`config.mk`:
```
export PLATFORM = sky130hd
export DESIGN_NAME = prib_bank
export DESIGN_NICKNAME = d
export VERILOG_FILES = /design/src/include/prib_pkg.sv /design/src/design/prib_bank.sv
export SDC_FILE = /design/constraint.sdc
export NUM_CORES = 1
export LEC_CHECK = 0
export ABC_AREA = 1
export BUFFER_PORTS_ARGS = -buffer_cell sky130_fd_sc_hd__buf_4
export CAP_MARGIN = 20
export CORE_MARGIN = 4
export CORE_UTILIZATION = 40
export CTS_BUF_LIST = sky130_fd_sc_hd__clkbuf_16
export DETAILED_ROUTE_END_ITERATION = 10
export SLEW_MARGIN = 20
export SYNTH_ARGS = -nofsm -noshare
export SYNTH_HDL_FRONTEND = slang
export SYNTH_SLANG_ARGS = --single-unit
```
`constraint.sdc`:
```
create_clock -name clock_i -period 1.8 [get_ports clock_i]
set_input_delay 0.18 -clock clock_i [delete_from_list [all_inputs] [get_ports clock_i]]
set_output_delay 0.18 -clock clock_i [all_outputs]
set_load 0.03 [all_outputs]
```
`src/include/prib_pkg.sv`:
```
package prib_pkg;
    localparam int PC_W = 21;
    localparam int SP_W = 5;
    localparam int DATA_W = 8;
    localparam int PIXEL_NUM = 6;
    localparam int SEG_NUM = 6;
    localparam int FLAG_W = 8;
    localparam logic [PC_W-1:0] HIGH_VECTOR = 21'h000008;
    localparam logic [PC_W-1:0] LOW_VECTOR = 21'h000018;
    localparam logic [DATA_W-1:0] ZERO_INIT = 8'h00;
    localparam logic [DATA_W-1:0] COMP_CTRL_INIT = 8'h07;
    localparam logic [DATA_W-1:0] TX_STAT_INIT = 8'h02;
    localparam logic [DATA_W-1:0] CONV_FIRST_MASK = 8'hBF;
    localparam logic [DATA_W-1:0] CONV_SECOND_MASK = 8'h3F;
    localparam logic [DATA_W-1:0] CONV_THIRD_MASK = 8'hBF;
    localparam logic [DATA_W-1:0] DISP_CTRL_MASK = 8'hEF;
    localparam logic [DATA_W-1:0] RX_STAT_KEEP_MASK = 8'h01;
    localparam logic [SP_W-1:0] SP_ZERO = 5'h00;
    localparam logic [SP_W-1:0] SP_STEP = 5'h01;
    localparam logic [FLAG_W-1:0] FLAG_ZERO = 8'h00;
    typedef enum logic [4:0] {
        PRIB_CONV_HIGH, PRIB_CONV_LOW, PRIB_CONV_FIRST, PRIB_CONV_SECOND, PRIB_CONV_THIRD,
        PRIB_PIXEL, PRIB_SEGMENT, PRIB_PHASE, PRIB_DISP_CTRL, PRIB_VREF, PRIB_COMP,
        PRIB_TMR_HIGH, PRIB_TMR_LOW, PRIB_TMR_CTRL, PRIB_BAUD, PRIB_RX_BUF, PRIB_TX_BUF,
        PRIB_TX_STAT, PRIB_RX_STAT
    } prib_reg_sel_t;
    localparam logic [4:0] PIXEL_BASE = 5'h13;
endpackage : prib_pkg

```
`src/design/prib_bank.sv`:
```
`timescale 1ns/1ps
// Operation
// RQ1 - Conversion result bytes are unknown after power-on, kept otherwise.
// RQ2 - First converter control clears on both reset classes; bit 6 absent; wake keeps.
// RQ3 - Second converter control has six bits, cleared on resets, kept on wake.
// RQ4 - Third converter control clears on resets, bit 6 absent, kept on wake.
// RQ5 - Pixel data registers unknown after power-on, kept through everything else.
// RQ6 - Segment enables clear only on power-on, kept on other resets and wake.
// RQ7 - Phase and prescale register clears on both resets, kept on wake.
// RQ8 - Display control clears on both resets, kept on wake; bit 4 absent.
// RQ9 - Comparator reference control clears on both resets, kept on wake.
// RQ10 - Comparator control loads 0000 0111 on both resets, kept on wake.
// RQ11 - Third timer count bytes unknown after power-on, kept otherwise.
// RQ12 - Third timer control clears on power-on only, kept otherwise.
// RQ13 - Baud divisor and serial buffers clear on both resets, kept on wake.
// RQ14 - Transmit status loads 0000 0010 on both resets, kept on wake.
// RQ15 - Receive status clears bits 7..1 on resets, bit 0 unchanged, kept on wake.
// RQ16 - Unimplemented bit positions always read zero.
// RQ17 - Interrupt wake with a global enable pushes the program counter, bumps pointer.
// RQ18 - Such a wake loads the program counter with vector 0008h or 0018h.
// RQ19 - Every wake sets at least one cause flag bit.
// RQ20 - Reset class arrives one-hot for one clock from the sequencer.
module prib_bank (
    input wire logic clock_i,
    input wire logic reset_n_i,
    input wire logic power_on_reset_i,
    input wire logic other_reset_i,
    input wire logic wake_i,
    input wire logic wake_by_interrupt_i,
    input wire logic wake_high_priority_i,
    input wire logic high_priority_global_enable_i,
    input wire logic low_priority_global_enable_i,
    input wire logic [prib_pkg::FLAG_W-1:0] wake_cause_flags_i,
    input wire logic [prib_pkg::PC_W-1:0] pc_i,
    input wire logic write_en_i,
    input wire logic [4:0] write_sel_i,
    input wire logic [prib_pkg::DATA_W-1:0] write_data_i,
    input wire logic [4:0] read_sel_i,
    output logic [prib_pkg::DATA_W-1:0] read_data_o,
    output logic pc_load_o,
    output logic [prib_pkg::PC_W-1:0] pc_load_value_o,
    output logic [prib_pkg::PC_W-1:0] stack_top_o,
    output logic [prib_pkg::SP_W-1:0] stack_pointer_reg_o,
    output logic [prib_pkg::FLAG_W-1:0] peripheral_request_flags_o
);
    import prib_pkg::*;

    logic por_ev;
    logic oth_ev;
    logic any_rst;
    logic [DATA_W-1:0] conv_result_high_reg;
    logic [DATA_W-1:0] conv_result_low_reg;
    logic [DATA_W-1:0] conv_control_first_reg;
    logic [DATA_W-1:0] conv_control_second_reg;
    logic [DATA_W-1:0] conv_control_third_reg;
    logic [DATA_W-1:0] display_pixel_data_reg [PIXEL_NUM];
    logic [DATA_W-1:0] display_segment_enable_reg [SEG_NUM];
    logic [DATA_W-1:0] display_phase_prescale_reg;
    logic [DATA_W-1:0] display_control_reg;
    logic [DATA_W-1:0] comparator_vref_control_reg;
    logic [DATA_W-1:0] comparator_control_reg;
    logic [DATA_W-1:0] third_timer_count_high_reg;
    logic [DATA_W-1:0] third_timer_count_low_reg;
    logic [DATA_W-1:0] third_timer_control_reg;
    logic [DATA_W-1:0] serial_baud_divisor_reg;
    logic [DATA_W-1:0] serial_receive_buffer_reg;
    logic [DATA_W-1:0] serial_transmit_buffer_reg;
    logic [DATA_W-1:0] serial_tx_status_control_reg;
    logic [DATA_W-1:0] serial_rx_status_control_reg;
    logic [PC_W-1:0] stack_top_reg;
    logic [SP_W-1:0] stack_pointer_reg;
    logic [FLAG_W-1:0] flags_reg;
    logic pc_load_reg;
    logic [PC_W-1:0] pc_load_value_reg;
    logic [DATA_W-1:0] read_data_reg;
    logic int_wake;
    logic [DATA_W-1:0] read_next;
    logic wake_ev;
    logic [SP_W-1:0] stack_pointer_next;
    logic [PC_W-1:0] vector_next;

    // Sequencer classes; reset_n_i acts as power-on
    assign por_ev = !reset_n_i || power_on_reset_i; // RQ20
    assign oth_ev = reset_n_i && !power_on_reset_i && other_reset_i; // RQ20
    assign any_rst = por_ev || oth_ev;
    assign wake_ev = reset_n_i && !any_rst && wake_i;
    assign int_wake = wake_ev && wake_by_interrupt_i
        && (high_priority_global_enable_i || low_priority_global_enable_i); // RQ17
    assign stack_pointer_next = stack_pointer_reg + SP_STEP;
    assign vector_next = wake_high_priority_i ? HIGH_VECTOR : LOW_VECTOR; // RQ18

    // Write strobe for one select code
    function automatic logic wr(input logic [4:0] sel);
        wr = write_en_i && (write_sel_i == sel);
    endfunction : wr

    // Undefined-at-power-on bytes: no reset load at all
    always_ff @(posedge clock_i) begin
        if (wr(PRIB_CONV_HIGH)) begin // RQ1
            conv_result_high_reg <= write_data_i;
        end
    end

    always_ff @(posedge clock_i) begin
        if (wr(PRIB_CONV_LOW)) begin // RQ1
            conv_result_low_reg <= write_data_i;
        end
    end

    always_ff @(posedge clock_i) begin
        if (wr(PRIB_TMR_HIGH)) begin // RQ11
            third_timer_count_high_reg <= write_data_i;
        end
    end

    always_ff @(posedge clock_i) begin
        if (wr(PRIB_TMR_LOW)) begin // RQ11
            third_timer_count_low_reg <= write_data_i;
        end
    end

    // Pixel and segment banks
    genvar gi;
    generate
        for (gi = 0; gi < PIXEL_NUM; gi++) begin : g_disp
            always_ff @(posedge clock_i) begin
                if (write_en_i && write_sel_i == 5'(PIXEL_BASE + gi)) begin // RQ5
                    display_pixel_data_reg[gi] <= write_data_i;
                end
            end
            always_ff @(posedge clock_i) begin
                if (por_ev) begin
                    display_segment_enable_reg[gi] <= ZERO_INIT; // RQ6
                end else if (write_en_i && write_sel_i == 5'(PIXEL_BASE + PIXEL_NUM + gi))
                begin
                    display_segment_enable_reg[gi] <= write_data_i;
                end
            end
        end
    endgenerate

    // Cleared on power-on only
    always_ff @(posedge clock_i) begin
        if (por_ev) begin
            third_timer_control_reg <= ZERO_INIT; // RQ12
        end else if (wr(PRIB_TMR_CTRL)) begin
            third_timer_control_reg <= write_data_i;
        end
    end

    // Loaded on both non-wake classes, kept on wake
    always_ff @(posedge clock_i) begin
        if (any_rst) begin
            conv_control_first_reg <= ZERO_INIT; // RQ2
        end else if (wr(PRIB_CONV_FIRST)) begin
            conv_control_first_reg <= write_data_i & CONV_FIRST_MASK; // RQ16
        end
    end

    always_ff @(posedge clock_i) begin
        if (any_rst) begin
            conv_control_second_reg <= ZERO_INIT; // RQ3
        end else if (wr(PRIB_CONV_SECOND)) begin
            conv_control_second_reg <= write_data_i & CONV_SECOND_MASK; // RQ16
        end
    end

    always_ff @(posedge clock_i) begin
        if (any_rst) begin
            conv_control_third_reg <= ZERO_INIT; // RQ4
        end else if (wr(PRIB_CONV_THIRD)) begin
            conv_control_third_reg <= write_data_i & CONV_THIRD_MASK; // RQ16
        end
    end

    always_ff @(posedge clock_i) begin
        if (any_rst) begin
            display_phase_prescale_reg <= ZERO_INIT; // RQ7
        end else if (wr(PRIB_PHASE)) begin
            display_phase_prescale_reg <= write_data_i;
        end
    end

    always_ff @(posedge clock_i) begin
        if (any_rst) begin
            display_control_reg <= ZERO_INIT; // RQ8
        end else if (wr(PRIB_DISP_CTRL)) begin
            display_control_reg <= write_data_i & DISP_CTRL_MASK; // RQ16
        end
    end

    always_ff @(posedge clock_i) begin
        if (any_rst) begin
            comparator_vref_control_reg <= ZERO_INIT; // RQ9
        end else if (wr(PRIB_VREF)) begin
            comparator_vref_control_reg <= write_data_i;
        end
    end

    always_ff @(posedge clock_i) begin
        if (any_rst) begin
            comparator_control_reg <= COMP_CTRL_INIT; // RQ10
        end else if (wr(PRIB_COMP)) begin
            comparator_control_reg <= write_data_i;
        end
    end

    always_ff @(posedge clock_i) begin
        if (any_rst) begin
            serial_baud_divisor_reg <= ZERO_INIT; // RQ13
        end else if (wr(PRIB_BAUD)) begin
            serial_baud_divisor_reg <= write_data_i;
        end
    end

    always_ff @(posedge clock_i) begin
        if (any_rst) begin
            serial_receive_buffer_reg <= ZERO_INIT; // RQ13
        end else if (wr(PRIB_RX_BUF)) begin
            serial_receive_buffer_reg <= write_data_i;
        end
    end

    always_ff @(posedge clock_i) begin
        if (any_rst) begin
            serial_transmit_buffer_reg <= ZERO_INIT; // RQ13
        end else if (wr(PRIB_TX_BUF)) begin
            serial_transmit_buffer_reg <= write_data_i;
        end
    end

    always_ff @(posedge clock_i) begin
        if (any_rst) begin
            serial_tx_status_control_reg <= TX_STAT_INIT; // RQ14
        end else if (wr(PRIB_TX_STAT)) begin
            serial_tx_status_control_reg <= write_data_i;
        end
    end

    always_ff @(posedge clock_i) begin
        if (any_rst) begin
            serial_rx_status_control_reg <=
                serial_rx_status_control_reg & RX_STAT_KEEP_MASK; // RQ15
        end else if (wr(PRIB_RX_STAT)) begin
            serial_rx_status_control_reg <= write_data_i;
        end
    end

    // Interrupt wake: push and vector
    always_ff @(posedge clock_i) begin
        if (any_rst) begin
            stack_top_reg <= {PC_W{1'b0}};
        end else if (int_wake) begin
            stack_top_reg <= pc_i; // RQ17
        end
    end

    always_ff @(posedge clock_i) begin
        if (any_rst) begin
            stack_pointer_reg <= SP_ZERO;
        end else if (int_wake) begin
            stack_pointer_reg <= stack_pointer_next; // RQ17
        end
    end

    // Vector load pulse
    always_ff @(posedge clock_i) begin
        if (any_rst) begin
            pc_load_reg <= 1'b0;
        end else begin
            pc_load_reg <= int_wake; // RQ18
        end
    end

    always_ff @(posedge clock_i) begin
        if (any_rst) begin
            pc_load_value_reg <= {PC_W{1'b0}};
        end else if (int_wake) begin
            pc_load_value_reg <= vector_next; // RQ18
        end
    end

    // Wake cause flags; ORed in on wake, cleared by resets, reset wins
    always_ff @(posedge clock_i) begin
        if (any_rst) begin
            flags_reg <= FLAG_ZERO;
        end else if (wake_ev) begin
            flags_reg <= flags_reg | ((wake_cause_flags_i == FLAG_ZERO) ?
                {{(FLAG_W-1){1'b0}}, 1'b1} : wake_cause_flags_i); // RQ19
        end
    end

    // Read path
    always_comb begin
        read_next = ZERO_INIT;
        case (read_sel_i)
            PRIB_CONV_HIGH: read_next = conv_result_high_reg;
            PRIB_CONV_LOW: read_next = conv_result_low_reg;
            PRIB_CONV_FIRST: read_next = conv_control_first_reg & CONV_FIRST_MASK; // RQ16
            PRIB_CONV_SECOND: read_next = conv_control_second_reg & CONV_SECOND_MASK; // RQ16
            PRIB_CONV_THIRD: read_next = conv_control_third_reg & CONV_THIRD_MASK; // RQ16
            PRIB_PHASE: read_next = display_phase_prescale_reg;
            PRIB_DISP_CTRL: read_next = display_control_reg & DISP_CTRL_MASK; // RQ16
            PRIB_VREF: read_next = comparator_vref_control_reg;
            PRIB_COMP: read_next = comparator_control_reg;
            PRIB_TMR_HIGH: read_next = third_timer_count_high_reg;
            PRIB_TMR_LOW: read_next = third_timer_count_low_reg;
            PRIB_TMR_CTRL: read_next = third_timer_control_reg;
            PRIB_BAUD: read_next = serial_baud_divisor_reg;
            PRIB_RX_BUF: read_next = serial_receive_buffer_reg;
            PRIB_TX_BUF: read_next = serial_transmit_buffer_reg;
            PRIB_TX_STAT: read_next = serial_tx_status_control_reg;
            PRIB_RX_STAT: read_next = serial_rx_status_control_reg;
            default: begin
                for (int k = 0; k < PIXEL_NUM; k++) begin
                    if (read_sel_i == 5'(PIXEL_BASE + k)) begin
                        read_next = display_pixel_data_reg[k];
                    end
                    if (read_sel_i == 5'(PIXEL_BASE + PIXEL_NUM + k)) begin
                        read_next = display_segment_enable_reg[k];
                    end
                end
            end
        endcase
    end

    always_ff @(posedge clock_i) begin
        if (!reset_n_i) begin
            read_data_reg <= ZERO_INIT;
        end else begin
            read_data_reg <= read_next;
        end
    end

    // Outputs
    assign read_data_o = read_data_reg;
    assign pc_load_o = pc_load_reg;
    assign pc_load_value_o = pc_load_value_reg;
    assign stack_top_o = stack_top_reg;
    assign stack_pointer_reg_o = stack_pointer_reg;
    assign peripheral_request_flags_o = flags_reg;
endmodule : prib_bank

```
## Word level (Yosys, flattened, before mapping)

Memory sizes are Yosys's and may differ from the RTL's.
Cells that the tools add are included.

- Register bits after elaboration: 195
- Bits in latches: 0
- Bits in writable memories: 96
- ROM bits: 0
- Input bits: 57
- Output and inout bits: 64
- Memories: 2

Memory list:

| name | depth | width | rd ports | clocked after memory_dff | write ports | line | source |
|---|---|---|---|---|---|---|---|
| display_pixel_data_reg | 6 | 8 | 6 | 0 | 1 | prib_bank.sv:56 | `logic [DATA_W-1:0] display_pixel_data_reg [PIXEL_NUM];` |
| display_segment_enable_reg | 6 | 8 | 6 | 0 | 6 | prib_bank.sv:57 | `logic [DATA_W-1:0] display_segment_enable_reg [SEG_NUM];` |

- Add/subtract/negate cells: 1
- Multipliers: 0
- Divide/modulo/power cells: 0
- Order comparisons: 0
- Equal/unequal tests: 56
- Shifts and indexed selects: 0
- Muxes and demuxes: 68
- Bitwise gates (word level): 8
- Reductions and logical operators: 50

Operators with widths:

| operator | count |
|---|---|
| 8-bit 2-to-1 mux | 24 |
| 5-bit equality test (second input constant) | 30 |
| 8-bit one-hot mux with 17 select lines | 1 |
| 5-bit by 4-bit equality test with 1-bit output (second input constant) | 16 |
| 8-bit OR reduction | 5 |
| 1-bit 2-to-1 mux | 37 |
| 1-bit logical AND | 35 |
| 5-bit by 2-bit equality test with 1-bit output (second input constant) | 4 |
| 5-bit by 3-bit equality test with 1-bit output (second input constant) | 4 |
| 3-bit 2-to-1 mux | 5 |
| 5-bit by 1-bit equality test with 1-bit output (second input constant) | 2 |
| 5-bit zero test | 2 |
| 8-bit zero test | 1 |
| 8-bit OR | 1 |
| 1-bit OR | 6 |
| 5-bit by 1-bit adder with 5-bit output (second input constant) | 1 |
| 5-bit 2-to-1 mux | 1 |
| 1-bit zero test | 3 |
| 1-bit logical OR | 3 |
| 2-bit AND reduction | 1 |
| 1-bit NOT | 1 |

## Depth between registers and ports, before layout

Gate-level depths: netlist of the first run.

- Depth in word-level cells: 14
- Mapped depth: 15
- Mapped depth without buffers: 15

## Least setup slack after synthesis of the first run

No wires, ideal clock.

- Path type: input-to-reg
- Start: input port write_en_i
- End: memory display_segment_enable_reg[3][0] (enable)
- Setup time: 384 ps
- Arrival time: 1418 ps
- Required time: 1416 ps
- Slack: -2 ps
- Stages on the path: 5
- Buffers on the path: 1
- Cell sequence: nand2_1 > inv_1 > clkbuf_1 > nand2_1 > o21ai_0

RTL lines:

| element | line | source |
|---|---|---|
| from (decl) | prib_bank.sv:35 | `input wire logic write_en_i,` |
| to (decl) | prib_bank.sv:57 |  |

## Worst setup path after layout of the first run

- Start: input port reset_n_i
- End: register stack_pointer_reg[4] (netlist: stack_pointer_reg_o[4])

- Longest elaborated chain between the ends: 8

Ends and longest elaborated chain:

| element | line | source |
|---|---|---|
| from (decl) | prib_bank.sv:25 | `input wire logic reset_n_i,` |
| 1-bit zero test / 1-bit logical AND (equally long branches) | n/a |  |
| 1-bit logical OR / 1-bit logical AND (equally long branches) | prib_bank.sv:83, prib_bank.sv:84 |  |
| 1-bit logical OR | prib_bank.sv:85 | `assign any_rst = por_ev \|\| oth_ev;` |
| 1-bit zero test | prib_bank.sv:86 | `assign wake_ev = reset_n_i && !any_rst && wake_i;` |
| 1-bit logical AND (2 in series) | prib_bank.sv:86 |  |
| 1-bit logical AND | prib_bank.sv:87 | `assign int_wake = wake_ev && wake_by_interrupt_i` |
| 1-bit logical AND | prib_bank.sv:88 | `&& (high_priority_global_enable_i \|\| low_priority_global_enable_i);` |
| to (signal assigned) | prib_bank.sv:262 | `stack_pointer_reg <= stack_pointer_next;` |
| to (decl) | prib_bank.sv:71 | `logic [SP_W-1:0] stack_pointer_reg;` |

Several ways; a longest one is shown, not always the timed one.
A chain may end at the register's enable or synchronous reset.

==> impl_metrics.env, run 1 <==
export IMPL_status="completed"
export IMPL_ant_nets=0
export IMPL_row_count=61
export IMPL_p_leak_nw=5.95
export IMPL_synth_edf_count=129
export IMPL_port_buffers=101
export IMPL_ys_flop_type="dfxtp_1"
export IMPL_drt_total_wl_um=38300
export IMPL_clk_pin_slew_ps=60
export IMPL_vias=10020
export IMPL_grt_pass1_vias=9765
export IMPL_synthMuxAreaShare_pct=0
export IMPL_coreArea_um2=27900
export IMPL_fin_cells=1937
export IMPL_design_area_um2=14700
export IMPL_synthArstFlopShare_pct=0
export IMPL_cts_sinks=272
export IMPL_dp_hpwl_um=26000
export IMPL_grt_pass1_wl_um=56800
export IMPL_avgSynthCellArea_um2=8.80
export IMPL_cp_slowest_cell="dlygate4sd3_1"
export IMPL_peakVddDrop_v=0.000719
export IMPL_setup_worst_path_end_class="register"
export IMPL_cts_tree="yes"
export IMPL_yosys_top_cells_area="edfxtp_1, dfxtp_1, nand2_1, nor2_1, o21ai_0"
export IMPL_cap_violations=0
export IMPL_grt_usage_pct=23.9
export IMPL_critPathKind="input port to register"
export IMPL_drc=0
export IMPL_max_slew_margin_pct=50.1
export IMPL_finalNetCount=1594
export IMPL_tns_ps=0
export IMPL_synth_distinct_cells=34
export IMPL_timing_critical_path_from_type="input port"
export IMPL_p_total_mw=13.9
export IMPL_seq_area_frac_synth_pct=59.5
export IMPL_drive_above_1_share_pct=19.2
export IMPL_fmax_ghz=0.559
export IMPL_worst_slack_ps=11.4
export IMPL_netlist_top_cells_count="nand2_1, nor2_1, dfxtp_1, edfxtp_1"
export IMPL_dp_cells=1835
export IMPL_setup_violations=0
export IMPL_grt_start_max_net_pins=81
export IMPL_place_area_um2=13200
export IMPL_syn_inst=1286
export IMPL_synth_warnings=0
export IMPL_path_max_fanout=6
export IMPL_clock_latency_ps=560
export IMPL_die_x_um=176
export IMPL_power_density_nw_per_um2=941
export IMPL_antenna_found_initial=1
export IMPL_skew_ps=10.8
export IMPL_reg2reg_slack_ps=380
export IMPL_hp_class="input port to register"
export IMPL_cts_buffer_depth=3
export IMPL_num_fill_cells=2571
export IMPL_drtIter0Drc=964
export IMPL_crit_arrival_ps=2230
export IMPL_numCtsBuffers=30
export IMPL_die_area_um2=31100
export IMPL_yosysTopAreaCell="edfxtp_1"
export IMPL_crit_path_max_incr_delay_ps=530
export IMPL_start_util_pct=40.6
export IMPL_gp_congestion=0.944
export IMPL_worst_pin_slew_ps=747
export IMPL_synthSimpleGateAreaFrac_pct=19.7
export IMPL_post_synth_fa_ha_maj_area_fraction_pct=0.111
export IMPL_cts_root_buf="clkbuf_16"
export IMPL_synth_compound_area_share_pct=13.0
export IMPL_routedWlPerCell_um=19.8
export IMPL_vias_per_cell=5.17
export IMPL_whs_ps=62.3
export IMPL_pre_cts_slack_ps=-297
export IMPL_synth_area_um2=11300
export IMPL_drv_slew=0
export IMPL_synth_top_area_share_pct=34.2
export IMPL_synth_top_family_by_area="simple AND/OR/NAND/NOR gates"
export IMPL_synthXorXnorAreaFrac_pct=0
export IMPL_final_hold_viol_count=0
export IMPL_overflow=0
export IMPL_syn_to_final_growth_pct=30.2
export IMPL_n_antenna_cell=0
export IMPL_yosysMostFrequentCell="nand2_1"
export IMPL_cp_required_ps=2240
export IMPL_cts_htree_levels=1
export IMPL_postLayoutCoreUtil_pct=52.9
export IMPL_io_pins=121
export IMPL_yosys_register_bits=272
export IMPL_die_y_um=176
export IMPL_min_period_ps=1790
export IMPL_path_cells="dlygate4sd3_1, buf_4, inv_2, nor2_4, inv_2, nor2_4, nand2_2, nor3_4, nand3_1, nor2_2, a21oi_1, o21a_1"
export IMPL_fin_crit_sh_pct=99.4
export IMPL_dr_pass1_iters=6
export IMPL_rsz0062_at_grt="true"
## power by group
group	leakage (nW)	total (mW)	internal (mW)	switching, mW
logic	3.05	1.02	0.369	0.646
clock network	0.495	6.25	3.69	2.56
registers	2.41	6.61	6.57	0.0379
total	5.95	13.9	10.6	3.24
## what timing repair did
action,in CTS,in global routing
resized for setup,0,10
endpoints found under the setup margin,0,36
endpoints found under the hold margin,55,0
setup buffers,0,3
hold buffers,43,0
## metal layers
layer,GRT usage [%],wire length [um]
met3,4.22,3360
met1,31.4,15300
met2,39.1,17700
met4,10.3,1830
met5,0,0
## final cells by class
class | instances | area (um2) | share of cell area, %
Multi-Input combinational cell | 827 | 3800 | 25.8
Clock buffer | 31 | 776 | 5.26
Inverter | 138 | 518 | 3.51
Timing Repair Buffer | 267 | 2210 | 15.0
Clock inverter | 24 | 230 | 1.56
Tap cell | 378 | 473 | 3.21
Sequential cell | 272 | 6740 | 45.7
## cells in the final DEF (no fill, tap or decap), drive strengths merged, types with 10 or more instances in the layout
| master | n |
|---|---|
| buf | 223 |
| nand2 | 212 |
| nor2 | 210 |
| dfxtp | 143 |
| inv | 139 |
| edfxtp | 129 |
| o21ai | 128 |
| a21oi | 119 |
| nand3 | 60 |
| dlygate4sd3 | 43 |
| clkbuf | 32 |
| nand4 | 26 |
| conb | 19 |
| clkinv | 14 |
| o22ai | 10 |
| nor3 | 10 |
## kinds of logic (layout without fill, tap and decap cells)
group | after synthesis | in the layout
AOI/OAI and AO/OA | 279 | 279
DFF | 272 | 272
buffers and inverters | 205 | 460
adders and majority gates | 1 | 1
other | 1 | 19
and+or+nand+nor | 528 | 528
## critical path: cells and delay by family
kind | cells | cell delay [ps]
AO/OA/AOI/OAI | 2 | 190
buffers and inverters | 4 | 810
AND/OR/NAND/NOR | 6 | 1050
## worst paths after layout
check | startpoint | end | cells past startpoint
setup / recovery | reset_n_i | stack_pointer_reg_o[4]$_SDFFE_PP0P_ | 12
hold / removal | write_data_i[4] | display_pixel_data_reg[1][4]$_DFFE_PP_ | 1
setup reg to reg | display_pixel_data_reg[0][6]$_DFFE_PP_ | read_data_o[6]$_SDFF_PN0_ | 9
hold reg to reg | serial_rx_status_control_reg[1]$_SDFFE_PP0P_ | serial_rx_status_control_reg[1]$_SDFFE_PP0P_ | 2
No activity file was read; power rests on OpenSTA's default activity.
==> inputs of run 2 (changes only) <==
CORE_MARGIN = not set   (was 4)
==> run 2 against run 1 <==
Combinational power about the same. Register-to-register slack worse by 20 ps. Global-route usage grew 1.4 points. Worst hold slack lost 15 ps. Sequential share of layout area rose by 0.15 points. Setup slack better by 110 ps. Critical path type unchanged. Critical endpoint is now stack_top_o[13]$_SDFFE_PP0P_. Highest routed layer unchanged.
==> impl_metrics.env, run 2 (synthesis results as in run 1) <==
export IMPL_power_density_nw_per_um2=939
export IMPL_die_x_um=170
export IMPL_fin_crit_sh_pct=93.5
export IMPL_cts_tree="yes"
export IMPL_cts_sinks=272
export IMPL_vias=9886
export IMPL_drv_slew=0
export IMPL_drtIter0Drc=791
export IMPL_grt_pass1_wl_um=54500
export IMPL_n_antenna_cell=0
export IMPL_mostFrequentLayoutCells="buf_4, nand2_1, nor2_1"
export IMPL_grt_usage_pct=25.3
export IMPL_rsz0062_at_grt="false"
export IMPL_cts_htree_levels=1
export IMPL_numCtsBuffers=29
export IMPL_fmax_ghz=0.594
export IMPL_port_buffers=101
export IMPL_clk_pin_slew_ps=60
export IMPL_die_area_um2=29000
export IMPL_crit_arrival_ps=2100
export IMPL_critPathKind="input port to register"
export IMPL_cts_setup_buffers=0
export IMPL_peakVddDrop_v=0.000617
export IMPL_hp_class="input port to register"
export IMPL_dr_pass1_iters=7
export IMPL_cts_root_buf="clkbuf_16"
export IMPL_syn_to_final_growth_pct=29.8
export IMPL_path_max_fanout=22
export IMPL_drt_total_wl_um=36400
export IMPL_row_count=61
export IMPL_setup_worst_path_end_class="register"
export IMPL_worst_pin_slew_ps=642
export IMPL_overflow=0
export IMPL_clock_latency_ps=540
export IMPL_dp_hpwl_um=25500
export IMPL_grt_pass1_vias=9533
export IMPL_io_pins=121
export IMPL_coreArea_um2=27800
export IMPL_die_y_um=170
export IMPL_p_leak_nw=5.96
export IMPL_setup_violations=0
export IMPL_gp_congestion=0.940
export IMPL_cts_buffer_depth=3
export IMPL_drc=0
export IMPL_final_hold_viol_count=0
export IMPL_min_period_ps=1680
export IMPL_timing_critical_path_from_type="input port"
export IMPL_routedWlPerCell_um=18.8
export IMPL_vias_per_cell=5.11
export IMPL_drive_above_1_share_pct=19.0
export IMPL_status="completed"
export IMPL_max_slew_margin_pct=57.1
export IMPL_dp_cells=1842
export IMPL_ant_nets=0
export IMPL_skew_ps=18.3
export IMPL_finalNetCount=1595
export IMPL_cp_required_ps=2220
export IMPL_grt_start_max_net_pins=78
export IMPL_cap_violations=0
export IMPL_layout_commonest_cell="buf_4"
export IMPL_start_util_pct=40.7
export IMPL_fin_cells=1936
export IMPL_antenna_found_initial=0
export IMPL_p_total_mw=13.8
==> run 2: cell type report <==
class / count / area (um2)
clock inverters: 23 / 260
clock buffers: 29 / 726
multi-input cells: 827 / 3790
repair buffers: 269 / 2190
fillers: 2606 / 13100
well taps: 378 / 473
flip-flops and latches: 272 / 6740
inverters: 138 / 518
==> run 2: repair_timing <==
item,in CTS,in global routing
hold buffers,42,0
resized for setup,0,2
hold endpoints to repair,50,0
endpoints found under the setup margin,0,13
==> run 2: worst paths after layout <==
kind                            slack [ps]                                        from                                          to  cells after the start
worst max-delay path                   120                                   reset_n_i                stack_top_o[13]$_SDFFE_PP0P_                     12
worst min-delay path                    50                             write_data_i[4]      display_pixel_data_reg[0][4]$_DFFE_PP_                      1
worst max register to register         360      display_pixel_data_reg[1][1]$_DFFE_PP_                   read_data_o[1]$_SDFF_PN0_                      8
worst min register to register         450  serial_transmit_buffer_reg[2]$_SDFFE_PP0P_  serial_transmit_buffer_reg[2]$_SDFFE_PP0P_                      2
==> run 2: per-layer routing <==
layer / global-route usage [%] / vias to the layer above / part of all wire (%)
met4: 10.7 / 0 / 4.3
met5: 0 / - / 0
met2: 42.8 / 443 / 47
met3: 4.23 / 78 / 7.6
li1: - / 4753 / -
met1: 32.0 / 4612 / 41
==> run 2: critical path: stages <==
cell and delay, ps:
dlygate4sd3_1 520, buf_4 140, inv_2 100, nor2_4 170
inv_2 60, nor2_4 80, nand2_1 100, nor3_4 190
inv_1 110, buf_4 220, nor2_1 160, nor2_1 60
==> run 2: power breakdown <==
part	total (mW)	switching [mW]	leakage (nW)	internal, mW
clock	6.19	2.42	0.511	3.77
combinational	0.992	0.630	3.04	0.362
sequential	6.61	0.0363	2.41	6.57
total	13.8	3.09	5.96	10.7
==> run 2: metrics by stage <==
step	hold slack (ps)	util, %	setup slack, ps	TNS (ps)	cell area (um2)
finish	47.2	52.9	117	0	14700
global route	34.3	52.9	4.37	0	14700
global placement	354	47.8	-327	-1910	13300
CTS	2.74	52.9	107	0	14700
floorplan	270	-	52.5	0	11400
detailed placement	358	47.8	-373	-1940	13300
